[src/pkg/omc_consts.svh]
// Register offsets, field positions, reset values and timing counts of the operating mode control block.
// Contract
// - Soft reset bit restores every register default except the interrupt status
// - Soft reset bit clears itself afterwards
// - Low battery enable runs detector and comparison
// - Wake timer runs in any mode while enabled, interrupts on expiry
// - Oscillator select: zero RC, one crystal
// - Transmit bit clears after packet sent
// - Receive bit clears on valid packet, single
// - Tune bit keeps PLL on in idle
// - Lowest bit selects ready mode, crystal on
// - Diversity field drives two antenna selects
// - Auto transmit at almost full, idle when empty
// - Low duty cycle wakes receiver each period
`ifndef OMC_CONSTS_SVH
`define OMC_CONSTS_SVH

// ----------------------------------------------------------------
// Register map
// ----------------------------------------------------------------
`define OMC_CTRL1_IDX 8'h07
`define OMC_CTRL2_IDX 8'h08
`define OMC_CTRL1_ADDR 12'h01c
`define OMC_CTRL2_ADDR 12'h020
`define OMC_IRQ_STAT_ADDR 12'h040
`define OMC_IRQ_CLR_ADDR 12'h044
`define OMC_IRQ_EN_ADDR 12'h048
`define OMC_WUT_PERIOD_ADDR 12'h04c
`define OMC_LDC_ON_ADDR 12'h050
`define OMC_STATE_ADDR 12'h054

// ----------------------------------------------------------------
// Field positions
// ----------------------------------------------------------------
`define OMC_C1_SOFT_RESET 7
`define OMC_C1_BATT_DET 6
`define OMC_C1_WAKE_TIMER 5
`define OMC_C1_OSCSEL 4
`define OMC_C1_TX_ON 3
`define OMC_C1_RX_ON 2
`define OMC_C1_SYNTH_ON 1
`define OMC_C1_READY_ON 0
`define OMC_C2_MULTI_RX 4
`define OMC_C2_AUTO_SEND 3
`define OMC_C2_DUTY_CYCLE 2
`define OMC_C2_RX_FIFO_CLR 1
`define OMC_C2_TX_FIFO_CLR 0
`define OMC_IRQ_WAKE 0
`define OMC_IRQ_BATT 1
`define OMC_IRQ_SENT 2
`define OMC_IRQ_VALID 3

// ----------------------------------------------------------------
// Reset values, diversity codes and prescaler count
// ----------------------------------------------------------------
`define OMC_CTRL1_RST 8'h01
`define OMC_CTRL2_RST 8'h00
`define OMC_WUT_PERIOD_RST 16'h0100
`define OMC_LDC_ON_RST 16'h0010
`define OMC_DIV_CODE_A 3'h0
`define OMC_DIV_CODE_B 3'h1
`define OMC_DIV_CODE_C 3'h2
`define OMC_DIV_CODE_D 3'h3
`define OMC_WUT_PRESCALE 8'hc7

`endif

[src/pkg/omc_pkg.sv]
// Types shared by the operating mode control block.
package omc_pkg;
    typedef enum logic [2:0] {
        OMC_IDLE,
        OMC_READY,
        OMC_TUNE,
        OMC_TX,
        OMC_RX
    } omc_mode_t;
endpackage : omc_pkg

[src/hdl/omc_counter.sv]
// Reloading down counter that pulses on expiry.
module omc_counter #(
    parameter int W = 16
) (
    input wire logic clock,
    input wire logic rst,
    input wire logic run,
    input wire logic tick,
    input wire logic [W-1:0] load,
    output logic expired
);
    typedef struct packed {
        logic [W-1:0] cnt;
        logic exp;
    } omc_cnt_state_t;

    omc_cnt_state_t s_reg;
    omc_cnt_state_t s_next;

    always_comb
    begin
        s_next = s_reg;
        s_next.exp = 1'b0;
        if (!run)
        begin
            s_next.cnt = load;
        end
        else if (tick)
        begin
            if (s_reg.cnt == '0)
            begin
                s_next.cnt = load;
                s_next.exp = 1'b1;
            end
            else
            begin
                s_next.cnt = s_reg.cnt - W'(1);
            end
        end
    end

    always_ff @(posedge clock)
    begin
        if (rst)
        begin
            s_reg <= '0;
        end
        else
        begin
            s_reg <= s_next;
        end
    end

    assign expired = s_reg.exp;
endmodule : omc_counter

[src/hdl/omc_div_decode.sv]
// Antenna select decode from the diversity field and the radio activity.
module omc_div_decode (
    input wire logic [2:0] code,
    input wire logic active,
    input wire logic algo_ant,
    output logic ant1,
    output logic ant2
);
`include "omc_consts.svh"
    always_comb
    begin
        ant1 = 1'b0;
        ant2 = 1'b0;
        if (active)
        begin
            case (code)
                `OMC_DIV_CODE_A:
                begin
                    ant2 = 1'b1;
                end
                `OMC_DIV_CODE_B:
                begin
                    ant1 = 1'b1;
                end
                `OMC_DIV_CODE_C:
                begin
                    ant2 = 1'b1;
                end
                `OMC_DIV_CODE_D:
                begin
                    ant1 = 1'b1;
                end
                default:
                begin
                    ant1 = algo_ant;
                    ant2 = ~algo_ant;
                end
            endcase
        end
    end
endmodule : omc_div_decode

[src/hdl/omc_top.sv]
// Operating mode and function control registers with APB access and interrupt.
//
// Design decision made here: the APB interface to the registers.
module omc_top (
    input wire logic clock,
    input wire logic rst,
    input wire logic psel,
    input wire logic penable,
    input wire logic pwrite,
    input wire logic [11:0] paddr,
    input wire logic [31:0] pwdata,
    output logic [31:0] prdata,
    output logic pready,
    output logic pslverr,
    input wire logic packet_sent,
    input wire logic packet_valid,
    input wire logic tx_fifo_almost_full,
    input wire logic tx_fifo_empty,
    input wire logic battery_low,
    input wire logic algo_ant,
    output logic lbd_enable,
    output logic lbd_compare_enable,
    output logic wut_enable,
    output logic low_freq_osc_select,
    output logic pll_enable,
    output logic xtal_enable,
    output logic tx_active,
    output logic rx_active,
    output logic rx_multi_packet,
    output logic rx_fifo_clear,
    output logic tx_fifo_clear,
    output logic ant1,
    output logic ant2,
    output logic irq
);
`include "omc_consts.svh"

    // ----------------------------------------------------------------
    // State
    // ----------------------------------------------------------------
    typedef struct packed {
        logic [7:0] ctrl1;
        logic [7:0] ctrl2;
        logic [15:0] wut_period;
        logic [15:0] ldc_on;
        logic [3:0] irq_stat;
        logic [3:0] irq_en;
        logic [7:0] prescale;
        logic [15:0] ldc_cnt;
        logic ldc_rx;
        logic auto_tx;
        logic [31:0] rdata;
        logic irq;
        logic lbd_q;
    } omc_state_t;

    omc_state_t s_reg;
    omc_state_t s_next;
    logic wut_expired;
    logic ant1_c;
    logic ant2_c;
    logic wr_en;
    logic rd_en;
    logic tick;
    logic [3:0] irq_set;
    omc_pkg::omc_mode_t mode;

    assign wr_en = psel && penable && pwrite;
    assign rd_en = psel && !penable && !pwrite;
    assign tick = (s_reg.prescale == `OMC_WUT_PRESCALE);

    // Wake timer counts in any mode while enabled.
    omc_counter #(
        .W(16)
    ) u_wut (
        .clock(clock),
        .rst(rst),
        .run(s_reg.ctrl1[`OMC_C1_WAKE_TIMER]),
        .tick(tick),
        .load(s_reg.wut_period),
        .expired(wut_expired)
    );

    always_comb
    begin
        if (s_reg.ctrl1[`OMC_C1_TX_ON] || s_reg.auto_tx)
        begin
            mode = omc_pkg::OMC_TX;
        end
        else if (s_reg.ctrl1[`OMC_C1_RX_ON] || s_reg.ldc_rx)
        begin
            mode = omc_pkg::OMC_RX;
        end
        else if (s_reg.ctrl1[`OMC_C1_SYNTH_ON])
        begin
            mode = omc_pkg::OMC_TUNE;
        end
        else if (s_reg.ctrl1[`OMC_C1_READY_ON])
        begin
            mode = omc_pkg::OMC_READY;
        end
        else
        begin
            mode = omc_pkg::OMC_IDLE;
        end
    end

    omc_div_decode u_div (
        .code(s_reg.ctrl2[7:5]),
        .active(mode == omc_pkg::OMC_TX || mode == omc_pkg::OMC_RX),
        .algo_ant(algo_ant),
        .ant1(ant1_c),
        .ant2(ant2_c)
    );

    // ----------------------------------------------------------------
    // Next state
    // ----------------------------------------------------------------
    always_comb
    begin
        s_next = s_reg;
        s_next.prescale = tick ? 8'h00 : s_reg.prescale + 8'h01;
        s_next.lbd_q = battery_low && s_reg.ctrl1[`OMC_C1_BATT_DET];
        irq_set = '0;
        irq_set[`OMC_IRQ_WAKE] = wut_expired;
        irq_set[`OMC_IRQ_BATT] = s_next.lbd_q && !s_reg.lbd_q;
        irq_set[`OMC_IRQ_SENT] = packet_sent;
        irq_set[`OMC_IRQ_VALID] = packet_valid;

        // Auto transmit starts at almost full and ends once drained.
        if (s_reg.ctrl2[`OMC_C2_AUTO_SEND] && tx_fifo_almost_full)
        begin
            s_next.auto_tx = 1'b1;
        end
        else if (s_reg.auto_tx && (tx_fifo_empty || !s_reg.ctrl2[`OMC_C2_AUTO_SEND]))
        begin
            s_next.auto_tx = 1'b0;
        end

        // Low duty cycle: receiver on at each wake period for the on time.
        if (s_reg.ctrl2[`OMC_C2_DUTY_CYCLE] && wut_expired)
        begin
            s_next.ldc_rx = 1'b1;
            s_next.ldc_cnt = s_reg.ldc_on;
        end
        else if (s_reg.ldc_rx && tick)
        begin
            if (s_reg.ldc_cnt == 16'h0000)
            begin
                s_next.ldc_rx = 1'b0;
            end
            else
            begin
                s_next.ldc_cnt = s_reg.ldc_cnt - 16'h0001;
            end
        end
        if (!s_reg.ctrl2[`OMC_C2_DUTY_CYCLE])
        begin
            s_next.ldc_rx = 1'b0;
        end

        if (packet_sent)
        begin
            s_next.ctrl1[`OMC_C1_TX_ON] = 1'b0;
        end
        if (packet_valid && !s_reg.ctrl2[`OMC_C2_MULTI_RX])
        begin
            s_next.ctrl1[`OMC_C1_RX_ON] = 1'b0;
        end

        if (wr_en && paddr == `OMC_IRQ_CLR_ADDR)
        begin
            s_next.irq_stat = s_reg.irq_stat & ~pwdata[3:0];
        end
        // A new event wins over a clear in the same cycle.
        s_next.irq_stat = s_next.irq_stat | irq_set;

        if (wr_en)
        begin
            case (paddr)
                `OMC_CTRL1_ADDR:
                begin
                    s_next.ctrl1 = pwdata[7:0];
                end
                `OMC_CTRL2_ADDR:
                begin
                    s_next.ctrl2 = pwdata[7:0];
                end
                `OMC_IRQ_EN_ADDR:
                begin
                    s_next.irq_en = pwdata[3:0];
                end
                `OMC_WUT_PERIOD_ADDR:
                begin
                    s_next.wut_period = pwdata[15:0];
                end
                `OMC_LDC_ON_ADDR:
                begin
                    s_next.ldc_on = pwdata[15:0];
                end
                default:
                begin
                end
            endcase
        end

        s_next.rdata = 32'h0000_0000;
        if (rd_en)
        begin
            case (paddr)
                `OMC_CTRL1_ADDR: s_next.rdata = {24'h000000, s_reg.ctrl1};
                `OMC_CTRL2_ADDR: s_next.rdata = {24'h000000, s_reg.ctrl2};
                `OMC_IRQ_STAT_ADDR: s_next.rdata = {28'h0000000, s_reg.irq_stat};
                `OMC_IRQ_EN_ADDR: s_next.rdata = {28'h0000000, s_reg.irq_en};
                `OMC_WUT_PERIOD_ADDR: s_next.rdata = {16'h0000, s_reg.wut_period};
                `OMC_LDC_ON_ADDR: s_next.rdata = {16'h0000, s_reg.ldc_on};
                `OMC_STATE_ADDR: s_next.rdata = {29'h0000000, mode};
                default: s_next.rdata = 32'h0000_0000;
            endcase
        end

        // Soft reset restores defaults at once and never reads back as one.
        if (s_next.ctrl1[`OMC_C1_SOFT_RESET])
        begin
            s_next.ctrl1 = `OMC_CTRL1_RST;
            s_next.ctrl2 = `OMC_CTRL2_RST;
            s_next.wut_period = `OMC_WUT_PERIOD_RST;
            s_next.ldc_on = `OMC_LDC_ON_RST;
            s_next.irq_en = 4'h0;
            s_next.auto_tx = 1'b0;
            s_next.ldc_rx = 1'b0;
        end
        s_next.irq = |(s_next.irq_stat & s_next.irq_en);
    end

    always_ff @(posedge clock)
    begin
        if (rst)
        begin
            s_reg <= '0;
            s_reg.ctrl1 <= `OMC_CTRL1_RST;
            s_reg.ctrl2 <= `OMC_CTRL2_RST;
            s_reg.wut_period <= `OMC_WUT_PERIOD_RST;
            s_reg.ldc_on <= `OMC_LDC_ON_RST;
        end
        else
        begin
            s_reg <= s_next;
        end
    end

    // ----------------------------------------------------------------
    // Outputs
    // ----------------------------------------------------------------
    // Read data is registered during setup so the access phase is zero wait.
    assign prdata = s_reg.rdata;
    assign pready = 1'b1;
    assign pslverr = 1'b0;
    assign lbd_enable = s_reg.ctrl1[`OMC_C1_BATT_DET];
    assign lbd_compare_enable = s_reg.ctrl1[`OMC_C1_BATT_DET];
    assign wut_enable = s_reg.ctrl1[`OMC_C1_WAKE_TIMER];
    assign low_freq_osc_select = s_reg.ctrl1[`OMC_C1_OSCSEL];
    assign pll_enable = (mode != omc_pkg::OMC_IDLE && mode != omc_pkg::OMC_READY);
    assign xtal_enable = (mode != omc_pkg::OMC_IDLE);
    assign tx_active = (mode == omc_pkg::OMC_TX);
    assign rx_active = (mode == omc_pkg::OMC_RX);
    assign rx_multi_packet = s_reg.ctrl2[`OMC_C2_MULTI_RX];
    assign rx_fifo_clear = s_reg.ctrl2[`OMC_C2_RX_FIFO_CLR];
    assign tx_fifo_clear = s_reg.ctrl2[`OMC_C2_TX_FIFO_CLR];
    assign ant1 = ant1_c;
    assign ant2 = ant2_c;
    assign irq = s_reg.irq;
endmodule : omc_top

[config.mk]
export PLATFORM = sky130hd
export DESIGN_NAME = omc_top
export DESIGN_NICKNAME = d
export VERILOG_FILES = /design/src/pkg/omc_pkg.sv /design/src/hdl/omc_counter.sv /design/src/hdl/omc_div_decode.sv /design/src/hdl/omc_top.sv
export VERILOG_INCLUDE_DIRS = /design/src /design/src/pkg
export SDC_FILE = /design/constraint.sdc
export NUM_CORES = 1
export LEC_CHECK = 0
export ABC_AREA = 1
export ABC_CLOCK_PERIOD_IN_PS = 3900
export BUFFER_PORTS_ARGS = -buffer_cell sky130_fd_sc_hd__buf_2
export CAP_MARGIN = 10
export CORE_MARGIN = 3
export CORE_UTILIZATION = 50
export CTS_CLUSTER_DIAMETER = 100
export DETAILED_ROUTE_END_ITERATION = 8
export GPL_TIMING_DRIVEN = 0
export PLACE_DENSITY = 0.71
export SYNTH_ARGS = -nofsm -noshare
export SYNTH_HDL_FRONTEND = slang
export SYNTH_SLANG_ARGS = --single-unit
[constraint.sdc]
create_clock -name clock -period 3.9 [get_ports clock]
set_input_delay 0.195 -clock clock [delete_from_list [all_inputs] [get_ports clock]]
set_output_delay 0.195 -clock clock [all_outputs]
set_load 0.01 [all_outputs]
# Word level (Yosys, flattened, before mapping)
# Cells that the tools add are included.
dict set report word_totals {
  regBits 133
  input_bits 55
  out_inout_bits 48
}
dict set report op_classes {
  add_sub_neg 3
  bitwise_logic 9
  n_reduce_logical 43
  muxes 30
  eq_ne 17
}
# op n
set ops {}
lappend ops {{16-bit one-hot mux with 7 select lines} 1}
lappend ops {{16-bit two-way mux} 5}
lappend ops {{12-bit by 7-bit == test with 1-bit output, second input constant} 6}
lappend ops {{17-bit two-way mux} 3}
lappend ops {{48-bit two-way mux} 1}
lappend ops {{16-bit zero test} 2}
lappend ops {{16-bit by 1-bit subtractor with 16-bit output, second input constant} 2}
lappend ops {{4-bit two-way mux} 4}
lappend ops {{8-bit two-way mux} 2}
lappend ops {{1-bit logical AND} 13}
lappend ops {{12-bit by 5-bit == test with 1-bit output, second input constant} 1}
lappend ops {{12-bit by 6-bit == test with 1-bit output, second input constant} 1}
lappend ops {{2-bit AND reduction} 6}
lappend ops {{2-bit OR reduction} 5}
lappend ops {{3-bit by 2-bit == test with 1-bit output, second input constant} 3}
lappend ops {{1-bit two-way mux} 9}
lappend ops {{8-bit by 1-bit adder with 8-bit output, second input constant} 1}
lappend ops {{4-bit AND} 2}
lappend ops {{8-bit == test, second input constant} 1}
lappend ops {{3-bit two-way mux} 2}
lappend ops {{2-bit nonzero test} 3}
lappend ops {{3-bit OR reduction} 2}
lappend ops {{1-bit zero test} 5}
lappend ops {{1-bit NOT} 5}
lappend ops {{13 further kinds} 17}

# Longest topological paths before layout
# Gate-level depths: netlist of the first run.
dict set report depth {
  depth_word 8
  mapped_depth 12
}

# Cells and area by module
# A second synthesis of the first run with hierarchy kept.
dict set report hier_totals {
  hier_cells 965
  hier_area_um2 6571.3
}
# mod n_inst cells_per_inst area_per_inst_um2
set modules_own_cells {}
lappend modules_own_cells {omc_top 1 699 4991.0}
lappend modules_own_cells {omc_counter 1 254 1532.7}
lappend modules_own_cells {omc_div_decode 1 12 47.5}

# Least setup slack after synthesis of the first run
# Ideal clock, no wire load.
dict set report synth_path {
  path_type {register to register}
  start {reg u_wut.s_reg[1] in the netlist's numbering}
  end {reg u_wut.s_reg[11] in the netlist's numbering}
  slack_ns 2.350
  synth_period_minus_slack_ns 1.550
  arrival_time_ns 1.436
  path_buffers 0
  path_stages_with_launch 11
  setup_ns 0.115
  cell_sequence {dfxtp_1 inv_1 ha_1 nand3_1 nor2_1 nand2_1 nor2_1 nor2_1 nor2_1 nor2_1 o21a_1}
}
dict set report synth_between {
  elab_chain_len 4
  word_cells_on_any_way 5
}
# element line_no
set synth_lines {}
lappend synth_lines {{from (decl)} omc_counter.sv:17} ;# omc_cnt_state_t s_reg;
lappend synth_lines {{from (signal assigned)} omc_counter.sv:50} ;# s_reg <= s_next;
lappend synth_lines {{16-bit by 1-bit subtractor with 16-bit output / 16-bit zero test (equally long branches)} {omc_counter.sv:37, omc_counter.sv:30}}
lappend synth_lines {{16-bit two-way mux (*)} omc_counter.sv:30} ;# if (s_reg.cnt == '0)
lappend synth_lines {{17-bit two-way mux (*)} omc_counter.sv:28} ;# else if (tick)
lappend synth_lines {{16-bit two-way mux (*)} omc_counter.sv:24} ;# if (!run)
# Every way passes the cells marked *; elsewhere a longest branch is shown, timed or not. The select of a mux whose other input is x is not followed.
# A chain may end at the register's enable or synchronous reset.

# Worst setup path in the final report of the first run
dict set report layout_path {
  start {reg s_reg[52] in the netlist's numbering}
  end {reg u_wut.s_reg[11] in the netlist's numbering}
}
dict set report layout_between {
  elab_chain_len 2
}
# element line_no
set layout_lines {}
lappend layout_lines {{from (decl)} omc_top.sv:57} ;# omc_state_t s_reg;
lappend layout_lines {{from (signal assigned)} omc_top.sv:248} ;# s_reg <= s_next;
lappend layout_lines {{8-bit == test (no source line)} --}
lappend layout_lines {{2-bit by 1-bit inequality test with 1-bit output (no source line)} --}
# No other way between the ends.

==> qor.yml, run 1 <==
floorplanning:
  die_h_um: 120
  core_area_mm2: 0.0127
  rows: 41
  die-area_mm2: 0.0144
  io_pins: 103
  start_util: 0.514
  fp.dieW_um: 120
pwr:
  leakagePower_nw: 3.51
  vdd_ir_drop_max_v: 0.000329
  power_density_mw_per_mm2: 390
  fin_total_pwr_mw: 3.03
sta:
  fmax_mhz: 521
  final.setup.tns_ns: 0
  finalHoldViolCount: 0
  setup_viol: 0
  finalCritPeriodShare: 0.492
  hold_slack_ns: 0.0257
  slew_viol_final: 0
  tightest_slew_ns: 0.752
  period_minus_slack_ns: 1.92
  skew_ns: 0.00758
  grt_setup_unrepaired: "no"
  slew_headroom: 0.499
finish:
  fin_util: 0.613
  layout_commonest_cell: "nand2_1"
  largest_register_ffs: 76
  nNetsFinal: 1072
  drive_gt1_frac: 0.226
  area.growth.synth_to_final_pct: 19.3
  fin_cells: 1197
  antenna_cells: 0
  final_cell_mix: "nand2_1, inv_1, nor2_1"
synth:
  synthAdderAreaFrac: 0.00961
  synth-xor-area-share: 0.00673
  ys_warn_count: 0
  yosys_most_used_dff: "dfxtp_1"
  syn_avg_cell_area_um2: 7.15
  ys_seq_area_frac: 0.357
  ys_seq_elements: 116
  synth_top_cell_by_area: "dfxtp_1"
  synthDistinctLibCells: 49
  synth-compound-area-share: 0.195
  synth_top_family_by_area: "simple AND/OR/NAND/NOR gates"
  synth_edf_count: 0
  yosysTopAreaCellShare: 0.357
  synthSimpleGateAreaFrac: 0.280
  synth_mux_area_frac: 0
  synth_area_leaders: "dfxtp_1, nand2_1, inv_1"
  netlist_instances: 910
  syn_area_mm2: 0.00651
  async_flop_share: 0
critical_path:
  worstSetupEndpointType: "flop"
  cp.required_ns: 4.21
  ff2ff_path_depth: 8
  path_max_fanout: 10
  cp.arrival_ns: 2.23
  r2r_end: "u_wut.s_reg[11]$_SDFFE_PP0P_"
  r2r_start: "s_reg[52]$_SDFF_PP0_"
  crit_type: "flop to flop"
  worst_setup_path_start_kind: "flop"
  startpoint: "s_reg[52]$_SDFF_PP0_"
  ff2ff_setup_slack_ns: 1.98
grt:
  grt_pass1_wl_um: 29500
  grt_util_all_layers: 0.260
  grt_max_degree: 17
  grt_pass1_vias: 5763
  grt_overflow: 0
  antenna_found_initial: 0
min_path:
  worstHoldStart: "battery_low"
  hold_class: "input port to flop"
  min_to: "s_reg[0]$_SDFF_PP0_"
  min_path_cells: 3
route:
  firstDrtPassIters: 8
  wl_per_cell_um: 15.4
  vias_per_cell: 5.26
  vias: 6299
  postRouteAntennaNets: 0
  drt_iter0_drc: 690
  drc: 0
  wirelength_um: 18400
clocking:
  cts_resized: 0
  postCtsHoldBufs: 0
  cts_max_level: 4
  cts_tree: "yes"
  cts_made_buffers: 17
  ctsLongestPathBuffers: 2
  clk_pin_slew_ns: 0.05
  post_cts_buffers: 0
  cts-root-buf: "clkbuf_16"
  clock-sinks: 116
  clk_latency_ns: 0.43
placed_design:
  placed_cells: 1165
  dpl.hpwl_um: 13600
  gp_congestion: 0.928
  portBuffers: 67
job:
  cap_violations: 0
run_status:
  status: "completed"
## worst max-delay path, cell delays in order, from the launching register on
cell and delay (ns):
dfxtp_1 0.36, ha_1 0.21, nand2_1 0.11, nor3_2 0.16, nand2_1 0.20, nand2_1 0.18, buf_2 0.28, o22ai_1 0.10
o21a_1 0.20
## cells in the mapped netlist, types with 2 or more instances
master       n
o22ai_1     23
nor3b_1      3
buf_2        7
ha_1         5
o2111ai_1    2
inv_2        6
or2_2        2
nor2_2       9
nand4_1      9
nand3_2      2
a211oi_2    24
o21ai_0     37
conb_1       2
o21a_1       3
buf_6        9
nor4_1       2
nor2_4       4
a211oi_1    15
inv_1      123
nand3_1     59
nor3_2       3
a21oi_1     53
nand2_2     10
o21ai_1      7
nor2_1     121
o211ai_1     7
clkbuf_1     9
o221ai_1     2
nand2_1    146
a31oi_1      3
dfxtp_1    116
o21ai_2      2
nand2_4      5
a21oi_2      7
xor2_1       4
buf_4       40
nand3b_1     3
nor3_1      15
## worst max-delay path by stage
stage / to / slack (ns) / cells after the start
global placement: u_wut.s_reg[11]$_SDFFE_PP0P_ / 2.06 / 8
global route: u_wut.s_reg[2]$_SDFFE_PP0P_ / 1.83 / 9
floorplan: u_wut.s_reg[11]$_SDFFE_PP0P_ / 2.35 / 10
detailed placement: u_wut.s_reg[11]$_SDFFE_PP0P_ / 2.06 / 8
finish: u_wut.s_reg[11]$_SDFFE_PP0P_ / 1.98 / 8
CTS: u_wut.s_reg[1]$_SDFFE_PP0P_ / 2.01 / 8
## power breakdown
group | total [mW] | switching, mW | internal (mW)
Combinational | 0.135 | 0.0894 | 0.0454
Clock | 1.70 | 0.547 | 1.15
Sequential | 1.19 | 0.00320 | 1.19
## cell type report
type | count | area, um^2
sequential | 116 | 2320
timing repair buffer | 67 | 335
tap | 172 | 215
clock inverter | 7 | 143
fill | 1204 | 4900
buffer | 66 | 485
multi-input combinational | 612 | 3260
inverter | 132 | 499
clock buffer | 25 | 505
## cell families (layout without fill, tap and decap cells)
family	count (synthesis)	after routing
AND/OR/NAND/NOR	397	397
buffers and inverters	198	297
AO/OA/AOI/OAI	187	187
flip-flops	116	116
adder cells (fa/ha/maj)	5	5
XOR/XNOR	5	5
other	2	18
## routing by layer
metal / GRT usage / vias to the layer above / part of all wire
met2: 0.407 / 254 / 0.45
li1: - / 3139 / -
met3: 0.0627 / 36 / 0.070
met5: 0 / - / 0
met1: 0.348 / 2870 / 0.45
met4: 0.0952 / 0 / 0.024
## stage by stage
| step | area, um^2 | setup WS, ns |
|---|---|---|
| after floorplan | 6570 | 2.35 |
| after global placement | 7120 | 2.06 |
| after detailed placement | 7120 | 2.06 |
| after CTS | 7770 | 2.01 |
| after global routing | 7770 | 1.83 |
| final | 7770 | 1.98 |
No activity file was read; power rests on OpenSTA's default activity.
==> inputs of run 2 (changes only) <==
--- a/config.mk
+++ b/config.mk
@@ -7,7 +7,7 @@
 export NUM_CORES = 1
 export LEC_CHECK = 0
 export ABC_AREA = 1
-export ABC_CLOCK_PERIOD_IN_PS = 3900
+export ABC_CLOCK_PERIOD_IN_PS = 1890
 export BUFFER_PORTS_ARGS = -buffer_cell sky130_fd_sc_hd__buf_2
 export CAP_MARGIN = 10
 export CORE_MARGIN = 3
==> constraint.sdc (replaced) <==
create_clock -name clock -period 1.89 [get_ports clock]
set_input_delay 0.0945 -clock clock [delete_from_list [all_inputs] [get_ports clock]]
set_output_delay 0.0945 -clock clock [all_outputs]
set_load 0.01 [all_outputs]
==> qor.yml, run 2 (synthesis gave the netlist of run 1 again) <==
run_status:
  status: "completed"
route:
  vias: 6443  # +2.3%
  postRouteAntennaNets: 0  # unchanged
  drc: 0  # unchanged
  wirelength_um: 18800  # +2.2%
  firstDrtPassIters: 5  # -3
  wl_per_cell_um: 15.5  # +0.73%
  vias_per_cell: 5.31  # +0.85%
  drt_iter0_drc: 733  # +6.2%
clocking:
  clk_pin_slew_ns: 0.06  # about the same
  cts_made_buffers: 17  # unchanged
  ctsLongestPathBuffers: 2  # unchanged
  clock-sinks: 116  # unchanged
  cts-root-buf: "clkbuf_16"
  cts_max_level: 4  # unchanged
  clk_latency_ns: 0.42  # about the same
  cts_tree: "yes"
critical_path:
  path_max_fanout: 10  # unchanged
  worstPathCellList: "inv_2, ha_2, nand3_1, nor3_4, nand2_4, buf_2, o211ai_1, a21oi_1"
  worst_setup_path_start_kind: "flop"
  slowest_stage: "dfxtp_1"
  worstSetupEndpointType: "flop"
  crit_family: "simple AND/OR/NAND/NOR gates"
  ff2ff_path_depth: 8  # unchanged
  cp.depth: 8  # unchanged
  worst_path_largest_cell_delay_ns: 0.32  # -0.04 ns
  path_buf_inv: 2  # +1
  cp.arrival_ns: 2.05  # -0.18 ns
  cp.required_ns: 2.16  # -2.05 ns
  crit_type: "flop to flop"
finish:
  fin_util: 0.630  # +0.0172
  final_cell_mix: "nand2_1, inv_1, nor2_1"
  antenna_cells: 0  # unchanged
  layout_commonest_cell: "nand2_1"
  area.growth.synth_to_final_pct: 22.7
  nNetsFinal: 1089  # +1.6%
  drive_gt1_frac: 0.235  # +0.00878
  largest_register_ffs: 76  # unchanged
min_path:
  min_path_cells: 3  # unchanged
  hold_class: "input port to flop"
floorplanning:
  io_pins: 103  # unchanged
  start_util: 0.514  # unchanged
  die-area_mm2: 0.0144  # unchanged
  die_h_um: 120  # unchanged
  rows: 41  # unchanged
  fp.dieW_um: 120  # unchanged
  core_area_mm2: 0.0127  # unchanged
sta:
  tightest_slew_ns: 0.761  # +0.00908 ns
  slew_viol_final: 0  # unchanged
  slew_headroom: 0.493  # -0.00605
  finalCritPeriodShare: 0.940  # +0.448
  fin_ws_ns: 0.114  # -1.87 ns
  period_minus_slack_ns: 1.78  # -0.141 ns
  finalHoldViolCount: 0  # unchanged
  fmax_mhz: 563  # +7.9%
  setup_viol: 0  # unchanged
  skew_ns: 0.00692  # -0.000664 ns
pwr:
  vdd_ir_drop_max_v: 0.000676  # +110%
  power_density_mw_per_mm2: 786  # +100%
  leakagePower_nw: 3.60  # +2.6%
placed_design:
  portBuffers: 67  # unchanged
  place_ws_ns: 0.0522  # -2.01 ns
  gp_congestion: 0.928  # unchanged
  dpl.hpwl_um: 13600  # unchanged
grt:
  antenna_found_initial: 0  # unchanged
  grt_max_degree: 17  # unchanged
  grt_pass1_vias: 5856  # +1.6%
  grt_overflow: 0  # unchanged
  grt_util_all_layers: 0.264  # +0.00429
  grt_pass1_wl_um: 30000  # +1.6%
job:
  cap_violations: 0  # unchanged
-- run 2: cell count changes in the layout (fill, tap and decap cells not counted), sizes merged --
cell         delta
dlygate4sd3    +16
inv             +1
buf             +1
clkinv          -1
-- run 2: worst register-to-register path: stages, from the launching register on --
cell and delay (ns):
dfxtp_1 0.32, inv_2 0.09, ha_2 0.19, nand3_1 0.13, nor3_4 0.28, nand2_4 0.12, buf_2 0.22, o211ai_1 0.20
a21oi_1 0.09
-- run 2: worst paths after layout --
check | start | end | slack (ns)
hold / removal | pwdata[5] | s_reg[73]$_SDFFE_PP0P_ | 0.03
hold reg to reg | s_reg[52]$_SDFF_PP0_ | s_reg[52]$_SDFF_PP0_ | 0.45
setup / recovery | u_wut.s_reg[1]$_SDFFE_PP0P_ | u_wut.s_reg[8]$_SDFFE_PP0P_ | 0.11
setup reg to reg | u_wut.s_reg[1]$_SDFFE_PP0P_ | u_wut.s_reg[8]$_SDFFE_PP0P_ | 0.11
-- run 2: repair_timing --
item | 4_1_cts | 5_1_grt
hold buffers | 16 | 0
endpoints found under the hold margin | 21 | 0
buffers inserted | 0 | 1
pin swaps | 0 | 3
setup endpoints to repair | 2 | 15
resized for setup | 1 | 18
cloned | 0 | 0
-- run 2: metal layers --
| layer | up-vias | GRT usage | wire (um) | part of all wire |
|---|---|---|---|---|
| met5 | - | 0 | 0 | 0 |
| met4 | 0 | 0.0974 | 455 | 0.024 |
| met3 | 39 | 0.0622 | 1400 | 0.074 |
| met2 | 266 | 0.417 | 8600 | 0.46 |
| met1 | 2963 | 0.352 | 8350 | 0.44 |
| li1 | 3175 | - | - | - |
-- run 2: area by class of cell --
| cell class | count | area, um^2 |
|---|---|---|
| inverter | 132 | 502 |
| clock inverter | 7 | 143 |
| multi-input combinational | 612 | 3300 |
| tap | 172 | 215 |
| fill | 1174 | 4690 |
| buffer | 66 | 493 |
| sequential | 116 | 2320 |
| clock buffer | 25 | 505 |
| timing repair buffer | 84 | 503 |
-- run 2: stage by stage --
step	setup TNS, ns	hold WS [ns]	instances	total power [mW]	cell area (um^2)
final	0	0.0251	1214	6.27	7990
after global routing	-0.0439	0.0257	1214	6.44	7990
after CTS	0	0.00311	1213	6.30	7930
after detailed placement	0	0.351	1165	2.79	7120
after global placement	0	0.340	1165	2.78	7120
after floorplan	0	0.232	926	2.68	6570
-- run 2: report_power, final --
group | leakage, nW | internal [mW] | total [mW] | switching [mW]
combinational | 2.35 | 0.116 | 0.306 | 0.190
clock | 0.318 | 2.38 | 3.50 | 1.12
sequential | 0.936 | 2.46 | 2.46 | 0.00664
total | 3.60 | 4.96 | 6.27 | 1.32
==> inputs of run 3 (changes only) <==
--- a/config.mk
+++ b/config.mk
@@ -10,12 +10,15 @@
 export ABC_CLOCK_PERIOD_IN_PS = 1890
 export BUFFER_PORTS_ARGS = -buffer_cell sky130_fd_sc_hd__buf_2
 export CAP_MARGIN = 10
+export CELL_PAD_IN_SITES_DETAIL_PLACEMENT = 0
+export CELL_PAD_IN_SITES_GLOBAL_PLACEMENT = 1
 export CORE_MARGIN = 3
-export CORE_UTILIZATION = 50
+export CORE_UTILIZATION = 41
 export CTS_CLUSTER_DIAMETER = 100
 export DETAILED_ROUTE_END_ITERATION = 8
 export GPL_TIMING_DRIVEN = 0
-export PLACE_DENSITY = 0.71
+export PLACE_DENSITY = 0.79
+export SLEW_MARGIN = 25
 export SYNTH_ARGS = -nofsm -noshare
 export SYNTH_HDL_FRONTEND = slang
 export SYNTH_SLANG_ARGS = --single-unit
==> qor.yml, run 3 (synthesis gave the netlist of run 1 again) <==
finish:
  largest_register_ffs: 76  # unchanged
  area.growth.synth_to_final_pct: 23.4
  fill_cells: 1574  # +34%
  final_cell_mix: "nand2_1, inv_1, nor2_1"
  nNetsFinal: 1089  # unchanged
  drive_gt1_frac: 0.234  # -0.000960
  layout_commonest_cell: "nand2_1"
  fin_util: 0.522  # -0.108
  antenna_cells: 0  # unchanged
critical_path:
  worstSetupEndpointType: "flop"
  path_max_fanout: 10  # unchanged
  cp.required_ns: 2.17  # about the same
  worst_path_largest_cell_delay_ns: 0.31  # about the same
  worstPathCellList: "inv_1, ha_1, nand3_1, nor3_4, nand2_4, buf_6, nand3_1, o221ai_1, nor2_1, nor2_1"
  cp.arrival_ns: 2.05  # about the same
  path_buf_inv: 2  # unchanged
  crit_family: "simple AND/OR/NAND/NOR gates"
  slowest_stage: "dfxtp_1"
  crit_type: "flop to flop"
  worst_setup_path_start_kind: "flop"
floorplanning:
  start_util: 0.423  # -0.0902
  rows: 45  # +9.8%
  die-area_mm2: 0.0174  # +21%
  fp.dieW_um: 132  # +9.9%
  die_h_um: 132  # +9.9%
  io_pins: 103  # unchanged
  core_area_mm2: 0.0154  # +21%
placed_design:
  place_ws_ns: -0.0242  # -0.0764 ns
  portBuffers: 67  # unchanged
  gp_congestion: 0.902  # -2.8%
  dpl.hpwl_um: 14600  # +7.6%
route:
  firstDrtPassIters: 5  # unchanged
  postRouteAntennaNets: 0  # unchanged
  drt_iter0_drc: 407  # -44%
  drc: 0  # unchanged
  wirelength_um: 19500  # +3.8%
  wl_per_cell_um: 15.6  # +0.57%
  vias_per_cell: 4.90  # -7.7%
  vias: 6136  # -4.8%
sta:
  tightest_slew_ns: 0.791  # +0.0302 ns
  fin_ws_ns: 0.119  # +0.00535 ns
  fmax_mhz: 565  # +0.30%
  slew_viol_final: 0  # unchanged
  finalHoldViolCount: 0  # unchanged
  finalCritPeriodShare: 0.937  # -0.00283
  period_minus_slack_ns: 1.77  # -0.00535 ns
  slew_headroom: 0.473  # -0.0201
  skew_ns: 0.00815  # +0.00123 ns
  final.setup.tns_ns: 0  # unchanged
  setup_viol: 0  # unchanged
pwr:
  seqPwrFrac: 0.389  # -0.004
  p_sw_mw: 1.39  # +5.6%
  pwr-share-comb: 0.048  # about the same
  leakagePower_nw: 3.59  # -0.29%
  vdd_ir_drop_max_v: 0.000655  # -3.1%
  power_density_mw_per_mm2: 789  # +0.37%
  power.internal_mw: 4.94  # -0.32%
  clock_power_share: 0.563  # +0.005
  switching_share: 0.220  # +0.00982
clocking:
  clk_latency_ns: 0.42  # about the same
  clk_pin_slew_ns: 0.06  # about the same
  clock-sinks: 116  # unchanged
  cts_made_buffers: 17  # unchanged
  cts-root-buf: "clkbuf_16"
  cts_max_level: 4  # unchanged
  ctsLongestPathBuffers: 2  # unchanged
  cts_tree: "yes"
grt:
  antenna_found_initial: 0  # unchanged
  grt_pass1_wl_um: 31100  # +3.8%
  grt_overflow: 0  # unchanged
  grt_pass1_vias: 5613  # -4.1%
  grt_util_all_layers: 0.225  # -0.0390
  grt_max_degree: 17  # unchanged
job:
  cap_violations: 0  # unchanged
min_path:
  hold_class: "input port to flop"
run_status:
  status: "completed"
## run 3: cell count changes in the layout (fill, tap and decap cells not counted), sizes merged
cell | previous run | this run
inv | 131 | 132
buf | 125 | 124
clkinvlp | 0 | 4
bufinv | 4 | 5
clkbuf | 34 | 29
## run 3: final timing paths
kind / startpoint / end / slack (ns) / cells past startpoint
worst min register to register: s_reg[52]$_SDFF_PP0_ / s_reg[52]$_SDFF_PP0_ / 0.44 / 1
worst max register to register: u_wut.s_reg[1]$_SDFFE_PP0P_ / u_wut.s_reg[4]$_SDFFE_PP0P_ / 0.12 / 10
worst min-delay path: pwdata[5] / s_reg[73]$_SDFFE_PP0P_ / 0.02 / 3
worst max-delay path: u_wut.s_reg[1]$_SDFFE_PP0P_ / u_wut.s_reg[4]$_SDFFE_PP0P_ / 0.12 / 10
## run 3: timing repair
item | in CTS | in global routing
pin swaps | 0 | 1
endpoints found under the setup margin | 4 | 22
hold buffers | 16 | 0
resized for setup | 1 | 15
setup buffers | 0 | 1
hold endpoints to repair | 20 | 0
## run 3: cell type report
cell class	instances	area, um^2	area share
multi-input combinational	612	3300	0.411
sequential	116	2320	0.289
timing repair buffer	84	503	0.0626
inverter	132	499	0.0622
buffer	66	495	0.0617
clock buffer	19	443	0.0552
tap	211	264	0.0329
clock inverter	13	204	0.0254
## run 3: worst register-to-register path: cells and delay by family, from the launching register on
| kind | cells | cell delay, ns |
|---|---|---|
| compound gates | 1 | 0.12 |
| fa+ha+maj | 1 | 0.20 |
| buf+inv | 2 | 0.28 |
| flops | 1 | 0.31 |
| simple gates | 6 | 0.72 |
## run 3: power groups by stage
stage / Sequential, mW / Combinational [mW] / Clock [mW]
2_1_floorplan: 2.51 / 0.163 / 0
3_3_place_gp: 2.51 / 0.277 / 0
3_5_place_dp: 2.51 / 0.276 / 0
6_report: 2.46 / 0.306 / 3.56
4_1_cts: 2.46 / 0.302 / 3.61
5_1_grt: 2.46 / 0.335 / 3.70
## run 3: metal layers
layer | track usage | vias up | part of all wire
met5 | 0 | - | 0
met4 | 0.0747 | 0 | 0.020
met3 | 0.0416 | 30 | 0.047
met2 | 0.343 | 158 | 0.45
met1 | 0.321 | 2772 | 0.48
li1 | - | 3176 | -
## run 3: through the flow
stage | area (um^2) | power (mW) | instances | hold slack (ns)
floorplan | 6570 | 2.68 | 926 | 0.232
global placement | 7170 | 2.79 | 1204 | 0.327
detailed placement | 7170 | 2.79 | 1204 | 0.339
CTS | 7980 | 6.37 | 1252 | 0.00165
global route | 8030 | 6.50 | 1253 | 0.00996
finish | 8030 | 6.33 | 1253 | 0.0238
